**config.mk**
```make
export PLATFORM = sky130hd
export DESIGN_NAME = amp_drive_dev_flat
export DESIGN_NICKNAME = d
export VERILOG_FILES = /design/src/logic/amp_drive_pkg.sv /design/src/logic/amp_link_if.sv /design/src/logic/ods_tick.sv /design/src/logic/amp_drive_dev.sv /design/src/flat_wrapper.sv
export SDC_FILE = /design/constraint.sdc
export NUM_CORES = 1
export LEC_CHECK = 0
export BUFFER_PORTS_ARGS = -buffer_cell sky130_fd_sc_hd__buf_4
export CELL_PAD_IN_SITES_DETAIL_PLACEMENT = 1
export CELL_PAD_IN_SITES_GLOBAL_PLACEMENT = 1
export CORE_MARGIN = 1.5
export CORE_UTILIZATION = 46
export DETAILED_ROUTE_END_ITERATION = 12
export PLACE_DENSITY = 0.77
export SLEW_MARGIN = 5
export SYNTH_ARGS = -nofsm -noshare
export SYNTH_HDL_FRONTEND = slang
export SYNTH_HIERARCHICAL = 1
export SYNTH_SLANG_ARGS = --single-unit
```
**constraint.sdc**
```tcl
create_clock -name core_clk -period 6.2 [get_ports core_clk]
set_input_delay 0.62 -clock core_clk [delete_from_list [all_inputs] [get_ports core_clk]]
set_output_delay 0.62 -clock core_clk [all_outputs]
set_load 0.01 [all_outputs]
```
**src/logic/amp_drive_pkg.sv**
```systemverilog
// constants shared by the amplifier drive device end and its controller end
// ****************************************************************************
// ****************************************************************************
package amp_drive_pkg;
  // device byte addresses
  localparam logic [15:0] ADDR_DRIVE_LEVEL = 16'h00ce;
  localparam logic [15:0] ADDR_CAP_HI = 16'h400c;
  localparam logic [15:0] ADDR_CAP_LO = 16'h400d;
  localparam logic [15:0] ADDR_TRIM = 16'h4012;
  localparam logic [15:0] ADDR_ODS_CTRL = 16'h00a9;
  localparam logic [15:0] ADDR_ODS_TIMING = 16'h00aa;
  localparam logic [15:0] ADDR_ODS_DATA = 16'h00ab;
  localparam logic [15:0] ADDR_ODS_RATE = 16'h00ac;
  localparam logic [15:0] ADDR_FSK_DEV = 16'h00ad;
  // field positions
  localparam int TRIM_BOOST_BIT = 4;
  localparam int CTRL_EN = 0;
  localparam int CTRL_FORCE_AMP_ON = 1;
  localparam int CTRL_FORCE_DIV = 2;
  localparam int CTRL_FORCE_LC = 3;
  localparam int CTRL_FSK = 4;
  localparam int CTRL_FORCE_DEV = 5;
  localparam int CTRL_RUNOUT_LSB = 6;
  localparam int TIM_CKDIV_LSB = 0;
  localparam int TIM_EDGE_LSB = 3;
  localparam int TIM_GROUP_LSB = 5;
  // reset values
  localparam logic [7:0] DRIVE_LEVEL_RST = 8'h00;
  localparam logic [8:0] CAP_RST = 9'h000;
  localparam logic [7:0] BYTE_RST = 8'h00;
  // run-out actions
  localparam logic [1:0] RUNOUT_STOP = 2'h0;
  localparam logic [1:0] RUNOUT_REPEAT = 2'h1;
  localparam logic [1:0] RUNOUT_ZEROS = 2'h2;
  localparam logic [1:0] RUNOUT_ONES = 2'h3;
  // controller APB offsets and fields
  localparam logic [7:0] APB_CMD = 8'h00;
  localparam logic [7:0] APB_STATUS = 8'h04;
  localparam int CMD_WDATA_LSB = 16;
  localparam int CMD_WRITE_BIT = 24;
  localparam int STAT_RDATA_LSB = 8;
  localparam int STAT_READY_BIT = 16;
  // serializer states
  typedef enum logic [1:0] {
    ST_IDLE = 2'b01,
    ST_SEND = 2'b10
  } ser_state_t;
endpackage : amp_drive_pkg

```
**src/logic/amp_link_if.sv**
```systemverilog
// byte register link between the controller and the amplifier drive device
`timescale 1ns/1ps
`default_nettype none
interface amp_link_if (
  input wire logic core_clk
);
  logic [15:0] addr;
  logic [7:0] wdata;
  logic wr;
  logic rd;
  logic [7:0] rdata;
  logic ack;
  logic byte_ready;
  modport dev (input addr, input wdata, input wr, input rd, output rdata, output ack, output byte_ready);
  modport host (output addr, output wdata, output wr, output rd, input rdata, input ack, input byte_ready);
endinterface : amp_link_if
`default_nettype wire

```
**src/logic/ods_tick.sv**
```systemverilog
// periodic one-cycle pulse generator for symbol and edge pacing
`timescale 1ns/1ps
`default_nettype none
module ods_tick #(
  parameter int W = 12
) (
  input wire logic core_clk,
  input wire logic sys_rst,
  input wire logic run,
  input wire logic [W-1:0] period,
  output logic tick
);
  logic [W-1:0] count;
  initial begin
    if (W < 2) $error("ods_tick width too small");
  end
  // count up to period-1, pulse, restart; held at zero while not running
  always_ff @(posedge core_clk) begin
    if (sys_rst || !run) begin
      count <= '0;
      tick <= 1'b0;
    end else if (count >= period - W'(1)) begin
      count <= '0;
      tick <= 1'b1;
    end else begin
      count <= count + W'(1);
      tick <= 1'b0;
    end
  end
endmodule : ods_tick
`default_nettype wire

```
**src/logic/amp_drive_dev.sv**
```systemverilog
// amplifier drive registers and output data serializer, device end
`timescale 1ns/1ps
`default_nettype none
module amp_drive_dev (
  input wire logic core_clk,
  input wire logic sys_rst,
  amp_link_if.dev link,
  output logic [4:0] pa_slices,
  output logic [2:0] pa_bias,
  output logic pa_boost,
  output logic [8:0] cap_switch,
  output logic pa_on,
  output logic div_on,
  output logic lc_on,
  output logic [6:0] freq_dev
);
  import amp_drive_pkg::*;

  // ****************************************************************
  // registers
  // ****************************************************************
  logic [7:0] amp_drive_level;
  logic [8:0] tuning_cap_value;
  logic drive_boost;
  logic [7:0] ods_ctrl;
  logic [7:0] ods_timing;
  logic [7:0] ods_rate;
  logic [6:0] fsk_dev_value;
  logic [7:0] hold_byte;
  logic hold_full;
  logic next_hold_full;
  logic take;

  logic [4:0] driver_slice_count;
  logic [2:0] slice_bias_level;
  logic modulation_select;
  logic force_amp_on;
  logic [1:0] runout;
  logic [2:0] ck_div;
  logic [1:0] edge_time;
  logic [2:0] group_width;

  assign driver_slice_count = amp_drive_level[7:3];
  assign slice_bias_level = amp_drive_level[2:0];
  assign modulation_select = ods_ctrl[CTRL_FSK];
  assign force_amp_on = ods_ctrl[CTRL_FORCE_AMP_ON];
  assign runout = ods_ctrl[CTRL_RUNOUT_LSB +: 2];
  assign ck_div = ods_timing[TIM_CKDIV_LSB +: 3];
  assign edge_time = ods_timing[TIM_EDGE_LSB +: 2];
  assign group_width = ods_timing[TIM_GROUP_LSB +: 3];

  // register writes from the link
  always_ff @(posedge core_clk) begin
    if (sys_rst) begin
      amp_drive_level <= DRIVE_LEVEL_RST;
      tuning_cap_value <= CAP_RST;
      drive_boost <= 1'b0;
      ods_ctrl <= BYTE_RST;
      ods_timing <= BYTE_RST;
      ods_rate <= BYTE_RST;
      fsk_dev_value <= 7'h00;
      hold_byte <= BYTE_RST;
    end else if (link.wr) begin
      case (link.addr)
        ADDR_DRIVE_LEVEL: amp_drive_level <= link.wdata;
        ADDR_CAP_HI: tuning_cap_value[8] <= link.wdata[0];
        ADDR_CAP_LO: tuning_cap_value[7:0] <= link.wdata;
        ADDR_TRIM: drive_boost <= link.wdata[TRIM_BOOST_BIT];
        ADDR_ODS_CTRL: ods_ctrl <= link.wdata;
        ADDR_ODS_TIMING: ods_timing <= link.wdata;
        ADDR_ODS_DATA: hold_byte <= link.wdata;
        ADDR_ODS_RATE: ods_rate <= link.wdata;
        ADDR_FSK_DEV: fsk_dev_value <= link.wdata[6:0];
        default: ;
      endcase
    end
  end

  // read data and acknowledge, one cycle after the strobe
  always_ff @(posedge core_clk) begin
    if (sys_rst) begin
      link.rdata <= BYTE_RST;
      link.ack <= 1'b0;
    end else begin
      link.ack <= link.wr | link.rd;
      case (link.addr)
        ADDR_DRIVE_LEVEL: link.rdata <= amp_drive_level;
        ADDR_CAP_HI: link.rdata <= {7'h00, tuning_cap_value[8]};
        ADDR_CAP_LO: link.rdata <= tuning_cap_value[7:0];
        ADDR_TRIM: link.rdata <= 8'(drive_boost) << TRIM_BOOST_BIT;
        ADDR_ODS_CTRL: link.rdata <= ods_ctrl;
        ADDR_ODS_TIMING: link.rdata <= ods_timing;
        ADDR_ODS_DATA: link.rdata <= hold_byte;
        ADDR_ODS_RATE: link.rdata <= ods_rate;
        ADDR_FSK_DEV: link.rdata <= {1'b0, fsk_dev_value};
        default: link.rdata <= BYTE_RST;
      endcase
    end
  end

  // ****************************************************************
  // holding stage handshake
  // ****************************************************************
  // a load in the same cycle as a take keeps the stage full
  always_comb begin
    next_hold_full = hold_full;
    if (take) next_hold_full = 1'b0;
    if (link.wr && link.addr == ADDR_ODS_DATA) next_hold_full = 1'b1;
  end

  always_ff @(posedge core_clk) begin
    if (sys_rst) begin
      hold_full <= 1'b0;
      link.byte_ready <= 1'b1;
    end else begin
      hold_full <= next_hold_full;
      link.byte_ready <= ~next_hold_full;
    end
  end

  // ****************************************************************
  // pacing
  // ****************************************************************
  logic [11:0] sym_period;
  logic [5:0] edge_period;
  logic sym_tick;
  logic edge_tick;
  ser_state_t state;

  // symbol period (ck_div+1)*(rate+1), edge step (ck_div+1)*(edge_time+1)
  // operands widened first so a divide of eight cannot wrap inside the product
  assign sym_period = (12'(ck_div) + 12'h001) * (12'(ods_rate) + 12'h001);
  assign edge_period = (6'(ck_div) + 6'h01) * (6'(edge_time) + 6'h01);

  ods_tick #(.W(12)) sym_pacer (
    .core_clk(core_clk),
    .sys_rst(sys_rst),
    .run(state == ST_SEND || take), // start on the take so the first symbol is full length like the rest
    .period(sym_period),
    .tick(sym_tick)
  );

  ods_tick #(.W(6)) edge_pacer (
    .core_clk(core_clk),
    .sys_rst(sys_rst),
    .run(1'b1),
    .period(edge_period),
    .tick(edge_tick)
  );

  // ****************************************************************
  // serializer
  // ****************************************************************
  logic [7:0] shifter;
  logic [7:0] last_group;
  logic [2:0] sym_left;

  // no take while disabled, so the holding-stage byte is kept when the enable falls; the byte in the shifter is abandoned
  assign take = hold_full && ods_ctrl[CTRL_EN] &&
    (state == ST_IDLE || (state == ST_SEND && sym_tick && sym_left == 3'h0));

  // symbols leave lsb first, group of group_width+1 symbols per byte
  always_ff @(posedge core_clk) begin
    if (sys_rst) begin
      state <= ST_IDLE;
      shifter <= BYTE_RST;
      last_group <= BYTE_RST;
      sym_left <= 3'h0;
    end else begin
      case (state)
        ST_IDLE: begin
          if (take) begin
            shifter <= hold_byte;
            last_group <= hold_byte;
            sym_left <= group_width;
            state <= ST_SEND;
          end
        end
        ST_SEND: begin
          if (!ods_ctrl[CTRL_EN]) begin
            state <= ST_IDLE;
          end else if (sym_tick) begin
            if (sym_left != 3'h0) begin
              shifter <= shifter >> 1;
              sym_left <= sym_left - 3'h1;
            end else if (take) begin
              shifter <= hold_byte;
              last_group <= hold_byte;
              sym_left <= group_width;
            end else begin
              sym_left <= group_width;
              case (runout)
                RUNOUT_STOP: state <= ST_IDLE;
                RUNOUT_REPEAT: shifter <= last_group;
                RUNOUT_ZEROS: shifter <= 8'h00;
                RUNOUT_ONES: shifter <= 8'hff;
                default: state <= ST_IDLE;
              endcase
            end
          end
        end
        default: state <= ST_IDLE;
      endcase
    end
  end

  // ****************************************************************
  // analog drive outputs
  // ****************************************************************
  logic tx_active;
  logic symbol;
  logic [4:0] slice_target;

  assign tx_active = state == ST_SEND;
  assign symbol = shifter[0];
  // OOK keys the slices with the symbol, FSK keeps them up while sending
  assign slice_target = (tx_active && (modulation_select || symbol)) ? driver_slice_count : 5'h00;

  // slice count steps one slice per edge tick toward its target, but loads the slice count at once while the amplifier is forced on
  always_ff @(posedge core_clk) begin
    if (sys_rst) begin
      pa_slices <= 5'h00;
    end else if (force_amp_on) begin
      pa_slices <= driver_slice_count;
    end else if (edge_tick && pa_slices < slice_target) begin
      pa_slices <= pa_slices + 5'h01;
    end else if (edge_tick && pa_slices > slice_target) begin
      pa_slices <= pa_slices - 5'h01;
    end
  end

  // power schedule, test forces, deviation and static drive settings
  always_ff @(posedge core_clk) begin
    if (sys_rst) begin
      pa_on <= 1'b0;
      div_on <= 1'b0;
      lc_on <= 1'b0;
      freq_dev <= 7'h00;
      pa_bias <= 3'h0;
      pa_boost <= 1'b0;
      cap_switch <= CAP_RST;
    end else begin
      pa_on <= tx_active || force_amp_on || pa_slices != 5'h00;
      div_on <= tx_active || ods_ctrl[CTRL_FORCE_DIV];
      lc_on <= tx_active || ods_ctrl[CTRL_FORCE_LC];
      if (modulation_select && (ods_ctrl[CTRL_FORCE_DEV] || (tx_active && symbol))) begin
        freq_dev <= fsk_dev_value;
      end else begin
        freq_dev <= 7'h00;
      end
      pa_bias <= slice_bias_level;
      pa_boost <= drive_boost;
      cap_switch <= tuning_cap_value;
    end
  end
endmodule : amp_drive_dev
`default_nettype wire

```
**src/flat_wrapper.sv**
```systemverilog
// flat-port wrapper written by rule: the top's interface ports become plain ports
module amp_drive_dev_flat import amp_drive_pkg::*;
  (core_clk, sys_rst, pa_slices, pa_bias, pa_boost, cap_switch, pa_on, div_on, lc_on, freq_dev, link_addr, link_wdata, link_wr, link_rd, link_rdata, link_ack, link_byte_ready);
  amp_link_if link_i (.core_clk(core_clk));
  input wire logic core_clk;
  input wire logic sys_rst;
  output logic [4:0] pa_slices;
  output logic [2:0] pa_bias;
  output logic pa_boost;
  output logic [8:0] cap_switch;
  output logic pa_on;
  output logic div_on;
  output logic lc_on;
  output logic [6:0] freq_dev;
  input wire logic [$bits(link_i.addr)-1:0] link_addr;
  input wire logic [$bits(link_i.wdata)-1:0] link_wdata;
  input wire logic [$bits(link_i.wr)-1:0] link_wr;
  input wire logic [$bits(link_i.rd)-1:0] link_rd;
  output wire logic [$bits(link_i.rdata)-1:0] link_rdata;
  output wire logic [$bits(link_i.ack)-1:0] link_ack;
  output wire logic [$bits(link_i.byte_ready)-1:0] link_byte_ready;
  assign link_i.addr = link_addr;
  assign link_i.wdata = link_wdata;
  assign link_i.wr = link_wr;
  assign link_i.rd = link_rd;
  assign link_rdata = link_i.rdata;
  assign link_ack = link_i.ack;
  assign link_byte_ready = link_i.byte_ready;
  amp_drive_dev u_core (.core_clk(core_clk), .sys_rst(sys_rst), .link(link_i), .pa_slices(pa_slices), .pa_bias(pa_bias), .pa_boost(pa_boost), .cap_switch(cap_switch), .pa_on(pa_on), .div_on(div_on), .lc_on(lc_on), .freq_dev(freq_dev));
endmodule
```
Word level (Yosys, flattened, before mapping)
Index checks and enable logic that the tools add are counted.
Widths: inputs -> output; s select.
{ "totals": {"word_cells": 147, "regBits": 137} }
{ "classes": {"muxes": 33, "mul": 2, "eq_ne": 23, "bitwise_logic": 3, "magnitude_cmp": 4, "n_reduce_logical": 42, "n_addsub": 11} }
{ "ops": {"columns": ["cell", "count"], "rows": [
  ["$eq 16x8->1 const B", 6],
  ["$mux 8", 9],
  ["$pmux 8 s9", 1],
  ["$eq 16x15->1 const B", 3],
  ["$pmux 8 s2", 2],
  ["$pmux 8 s3", 1],
  ["$mux 5", 4],
  ["$reduce_and 2->1", 9],
  ["$add 12x1->12 const B", 1],
  ["$ge 12x12->1", 1],
  ["$mul 12x12->12", 1],
  ["$mux 2", 6],
  ["$mux 3", 4],
  ["$ne 3x3->1 const B", 4],
  ["$sub 12x1->12 const B", 1],
  ["$logic_and 1x1->1", 10],
  ["$reduce_and 5->1", 2],
  ["$add 8x1->9 const B", 1],
  ["$logic_or 1x1->1", 9],
  ["$add 3x1->4 const B", 2],
  ["$reduce_and 4->1", 2],
  ["$add 6x1->6 const B", 1],
  ["$eq 2x2->1 const B", 3],
  ["$ge 6x6->1", 1],
  ["24 further kinds", 34]
]} }

Logic depth before layout (Yosys ltp)
{ "logic_depth": {"depth_word": 10, "depth_mapped": 23, "mapped_depth_nobuf": 22} }

Modules after synthesis
The synthesis kept the hierarchy.
{ "modules_own_cells": {"columns": ["module", "seq_area_each_um2", "cells_each", "area_per_inst_um2", "instances"], "rows": [
  ["amp_drive_dev", 2342.2, 769, 6666.4, 1],
  ["ods_tick (u_core.sym_pacer)", 260.2, 117, 1056.0, 1],
  ["ods_tick (u_core.edge_pacer)", 140.1, 52, 460.4, 1]
]} }

Worst setup path before layout
No wires, ideal clock.
{ "synth_path": {"path_kind": "register to register", "start": "register u_core.ods_timing[0]", "end": "register u_core.sym_pacer.count[0]", "period_less_slack_ns": 5.278, "arrival_ns": 5.192, "setup_ns": 0.086, "setup_slack_ns": 0.922, "stages_incl_launch_ff": 23, "path_cell_list": "dfxtp_1 -> ha_1 -> xnor2_1 -> clkbuf_1 -> nor2_1 -> fa_1 -> inv_1 -> fa_1 -> inv_1 -> ha_1 -> nor2b_1 -> o21ai_0 -> nand2_1 -> xor2_1 -> or3_1 -> nor3_1 -> nor3b_2 -> xnor2_1 -> ha_1 -> a21oi_1 -> or4b_4 -> buf_6 -> a211oi_1"} }
{ "synth_via": {"elab_chain_cells": 5} }
{ "synth_rtl": {"columns": ["item", "line_no", "text"], "rows": [
  ["start: declaration", "amp_drive_dev.sv:26", "logic [7:0] ods_timing;"],
  ["start signal: assignment", "amp_drive_dev.sv:70", "ADDR_ODS_TIMING: ods_timing <= link.wdata;"],
  ["$add 3x1->4", "amp_drive_dev.sv:132", "assign sym_period = (12'(ck_div) + 12'h001) * (12'(ods_rate) + 12'h001);"],
  ["$mul 12x12->12", "amp_drive_dev.sv:132", null],
  ["net u_core.sym_period[6]", "amp_drive_dev.sv:124", "logic [11:0] sym_period;"],
  ["$sub 12x1->12", "ods_tick.sv:22", "end else if (count >= period - W'(1)) begin"],
  ["$ge 12x12->1", "ods_tick.sv:22", null],
  ["$reduce_or 2->1 (no line)", null, null],
  ["end signal: assignment", "ods_tick.sv:26", "count <= count + W'(1);"],
  ["end: declaration", "ods_tick.sv:13", "logic [W-1:0] count;"]
]} }
The timed path passes the listed nets, and every way through them passes these cells.
A chain may end at the register's enable or synchronous reset.

Worst setup path in the final report
{ "layout_path": {"start": "register u_core.ods_rate[0]", "end": "register u_core.sym_pacer.count[1]"} }
{ "layout_via": {"elab_chain_cells": 5} }
{ "layout_rtl": {"columns": ["item", "line_no", "text"], "rows": [
  ["start: declaration", "amp_drive_dev.sv:27", "logic [7:0] ods_rate;"],
  ["start signal: assignment", "amp_drive_dev.sv:72", "ADDR_ODS_RATE: ods_rate <= link.wdata;"],
  ["$add 8x1->9", "amp_drive_dev.sv:132", null],
  ["$mul 12x12->12", "amp_drive_dev.sv:132", null],
  ["net u_core.sym_period[7]", "amp_drive_dev.sv:124", null],
  ["$sub 12x1->12", "ods_tick.sv:22", null],
  ["$ge 12x12->1", "ods_tick.sv:22", null],
  ["$reduce_or 2->1 (no line)", null, null]
]} }
The timed path passes the listed nets, and every way through them passes these cells.

==> impl_metrics.env <==
export IMPL_outcome="complete, no violations"
export IMPL_synthTopCellsByCount="dfxtp_1, nor2_1, nand2_1"
export IMPL_path_cells="ha_1 -> nand3_1 -> xor2_2 -> nor2_1 -> fa_1 -> inv_1 -> fa_1 -> inv_1 -> ha_1 -> nand3_1 -> o211ai_1 -> nor2_1 -> xnor2_1 -> or3_1 -> nor3_1 -> nor3b_2 -> xnor2_1 -> ha_1 -> a21oi_1 -> or4b_4 -> a211oi_1"
export IMPL_yosysWarnings=6
export IMPL_skew_ns=0.008161
export IMPL_placed_area_mm2=0.008833
export IMPL_hold_class="in2reg"
export IMPL_cts_tree="done"
export IMPL_yosysSeqAreaShare_pct=33.52
export IMPL_cts_root_buffer="clkbuf_16"
export IMPL_fmax_mhz=177.2
export IMPL_worstPathRequired_ns=6.53
export IMPL_drc=0
export IMPL_io_buffer_count=65
export IMPL_crit_top_cell="ha_1"
export IMPL_die_y_um=136.4
export IMPL_pin_count=66
export IMPL_async_flop_share_pct=0
export IMPL_routed_wirelength_mm=22.59
export IMPL_p_sw_share_pct=26.40
export IMPL_num_rows=48
export IMPL_vias=6965
export IMPL_worstSetupEndpointType="flop"
export IMPL_grt_ovfl_total=0
export IMPL_largest_reg_flops=12
export IMPL_worst_slack_ns=0.5553
export IMPL_die_w_um=136.4
export IMPL_drtPass1Iterations=5
export IMPL_synth_area_top_cells="dfxtp_1, ha_1, mux2i_1"
export IMPL_place_congestion=0.8062
export IMPL_start_util_pct=47.15
export IMPL_max_vdd_ir_drop_uv=191.8
export IMPL_drive_gt1_share_pct=13.86
export IMPL_p_leak_uw=0.003851
export IMPL_cap_violations=0
export IMPL_yosysMostFrequentCell="dfxtp_1"
export IMPL_rsz0062_at_grt="no"
export IMPL_antennaDiodeCount=0
export IMPL_antenna_found_initial=0
export IMPL_syn_inst=938
export IMPL_finalCritPeriodShare_pct=91.04
export IMPL_globalRouteTotalUtil_pct=25.46
export IMPL_place_ws_ns=0.4810
export IMPL_dpl_hpwl_mm=16.58
export IMPL_powerDensity_mw_per_mm2=225.2
export IMPL_cts_resized_gates=0
export IMPL_cts_sinks=137
export IMPL_cts_buffer_depth=2
export IMPL_crit_fanout=12
export IMPL_top_register="u_core/sym_pacer/count"
export IMPL_grt_max_degree=98
export IMPL_path_clk_slew_ns=0.06
export IMPL_period_needed_ns=5.645
export IMPL_wl_per_cell_um=18.39
export IMPL_hold_ws_ns=0.3984
export IMPL_antenna_left=0
export IMPL_avgViaCountPerCell=5.672
export IMPL_crit_type="reg2reg"
export IMPL_synth_top_area_share_pct=33.52
export IMPL_first_global_vias=7144
export IMPL_pwr_share_clk_pct=45.6
export IMPL_postCtsSetupRepairBufs=0
export IMPL_finalSetupViolCount=0
export IMPL_setup_tns_ns=0
export IMPL_clk_latency_ns=0.43
export IMPL_synth_avg_cell_area_um2=8.724
export IMPL_syn_area_mm2=0.008183
export IMPL_power_net_switching_uw=558.5
export IMPL_synth_cell_types=73
export IMPL_drv_slew=0
export IMPL_final_net_count=1093
export IMPL_dieArea_mm2=0.01860
export IMPL_crit_path_top_delay_cell="or4b_4"
export IMPL_p_comb_share_pct=11.2
export IMPL_ctsHtreeMaxLevel=4
export IMPL_cp_data_arrival_time_ns=5.98
export IMPL_power_internal_uw=1557
export IMPL_area_delta_synth_final_pct=14.83
export IMPL_synth_seq_cells=137
export IMPL_grt_pass1_wl_mm=36.82
export IMPL_holdBufCountCts=0
export IMPL_start_kind="flop"
export IMPL_reg_largest_list="u_core/sym_pacer/count: 12 flops, u_core/cap_switch: 9 flops, u_core/tuning_cap_value: 9 flops"
export IMPL_yosys_area_top_type="dfxtp_1"
export IMPL_slew_limit_headroom_pct=31.42
export IMPL_fin_area_mm2=0.009397
export IMPL_pwr_share_seq_pct=43.1
export IMPL_worst_slew_pin_slew_ns=1.029
export IMPL_hold_viol=0
export IMPL_cts_buffers=17
export IMPL_synthFlopType="dfxtp_1"
export IMPL_drt_iter0_drc=354
export IMPL_core_mm2=0.01736
export IMPL_max_stage_delay_ns=0.58
export IMPL_synth_edf_count=0
[path summary, 6_finish.rpt]
check / from / to / slack [ns] / cells past startpoint
hold reg to reg: u_core/tuning_cap_value[6] / u_core/tuning_cap_value[6] / 0.47 / 2
hold / removal: link_rd / u_core/link.ack / 0.40 / 3
setup / recovery: u_core/ods_rate[0] / u_core/sym_pacer/count[1] / 0.56 / 21
setup reg to reg: u_core/ods_rate[0] / u_core/sym_pacer/count[1] / 0.56 / 21
[cells by family after synthesis]
family          after synthesis  synth area share [%]
compound gates              172                 14.42
buf+inv                     103                 5.122
flops                       137                 33.52
xor+xnor                     51                 5.459
other cells                   1               0.04583
mux                          54                 6.743
simple gates                345                 21.57
fa+ha+maj                    75                 13.12
[critical path, delay by kind of cell (launching register included)]
| kind | cells | cell delay [ns] |
|---|---|---|
| buffers and inverters | 2 | 0.09 |
| adder cells (fa/ha/maj) | 5 | 1.97 |
| AO/OA/AOI/OAI | 3 | 0.65 |
| AND/OR/NAND/NOR | 8 | 1.85 |
| flip-flops | 1 | 0.48 |
| XOR/XNOR | 3 | 0.47 |
[stage by stage]
stage | total power (µW) | util (%) | instances
global route | 2188 | 54.14 | 1228
floorplan | 1084 | - | 939
detailed placement | 1168 | 50.89 | 1196
global placement | 1161 | 50.89 | 1196
CTS | 2133 | 54.09 | 1228
finish | 2116 | 54.14 | 1228
[cell usage in the layout (no fill, tap or decap), types with 16 or more instances in the layout]
cell type  synthesis  layout
dfxtp_1          137     137
ha_1              57      57
a22oi_1           16      16
clkbuf_16          0      17
nor2b_1           33      33
o21ai_0           19      19
fa_1              18      18
nand2_1           78      78
mux2i_1           45      45
a21oi_1           51      51
a211oi_1          22      22
inv_1             60      60
nor3_1            16      16
nor2_1            93      93
buf_4              1      74
nand3_1           40      40
xnor2_1           35      35
[routing by layer]
| layer | share of wire (%) | GRT usage, % | routed length, µm | up-vias |
|---|---|---|---|---|
| met2 | 50 | 44.53 | 11310 | 136 |
| met4 | 2.0 | 8.806 | 456 | 0 |
| met1 | 45 | 31.50 | 10100 | 3416 |
| met5 | 0 | 0 | 0 | - |
| met3 | 3.2 | 4.325 | 722 | 32 |
| li1 | - | - | - | 3381 |
[layout make-up]
cell class / instances / area, µm²
repair buffers: 74 / 555.5
well taps: 225 / 281.5
fillers: 2041 / 7960
clock inverters: 13 / 122.6
clock buffers: 19 / 432.9
multi-input cells: 699 / 5032
flip-flops and latches: 137 / 2743
inverters: 61 / 229.0
[power by group through the flow]
| stage | registers [µW] | clock network (µW) | logic (µW) |
|---|---|---|---|
| after floorplan | 934 | 0 | 149 |
| after global placement | 933 | 0 | 228 |
| after detailed placement | 933 | 0 | 236 |
| after CTS | 913 | 982 | 238 |
| after global routing | 915 | 1010 | 258 |
| final | 913 | 965 | 238 |
No activity file was read; power rests on OpenSTA's default activity.
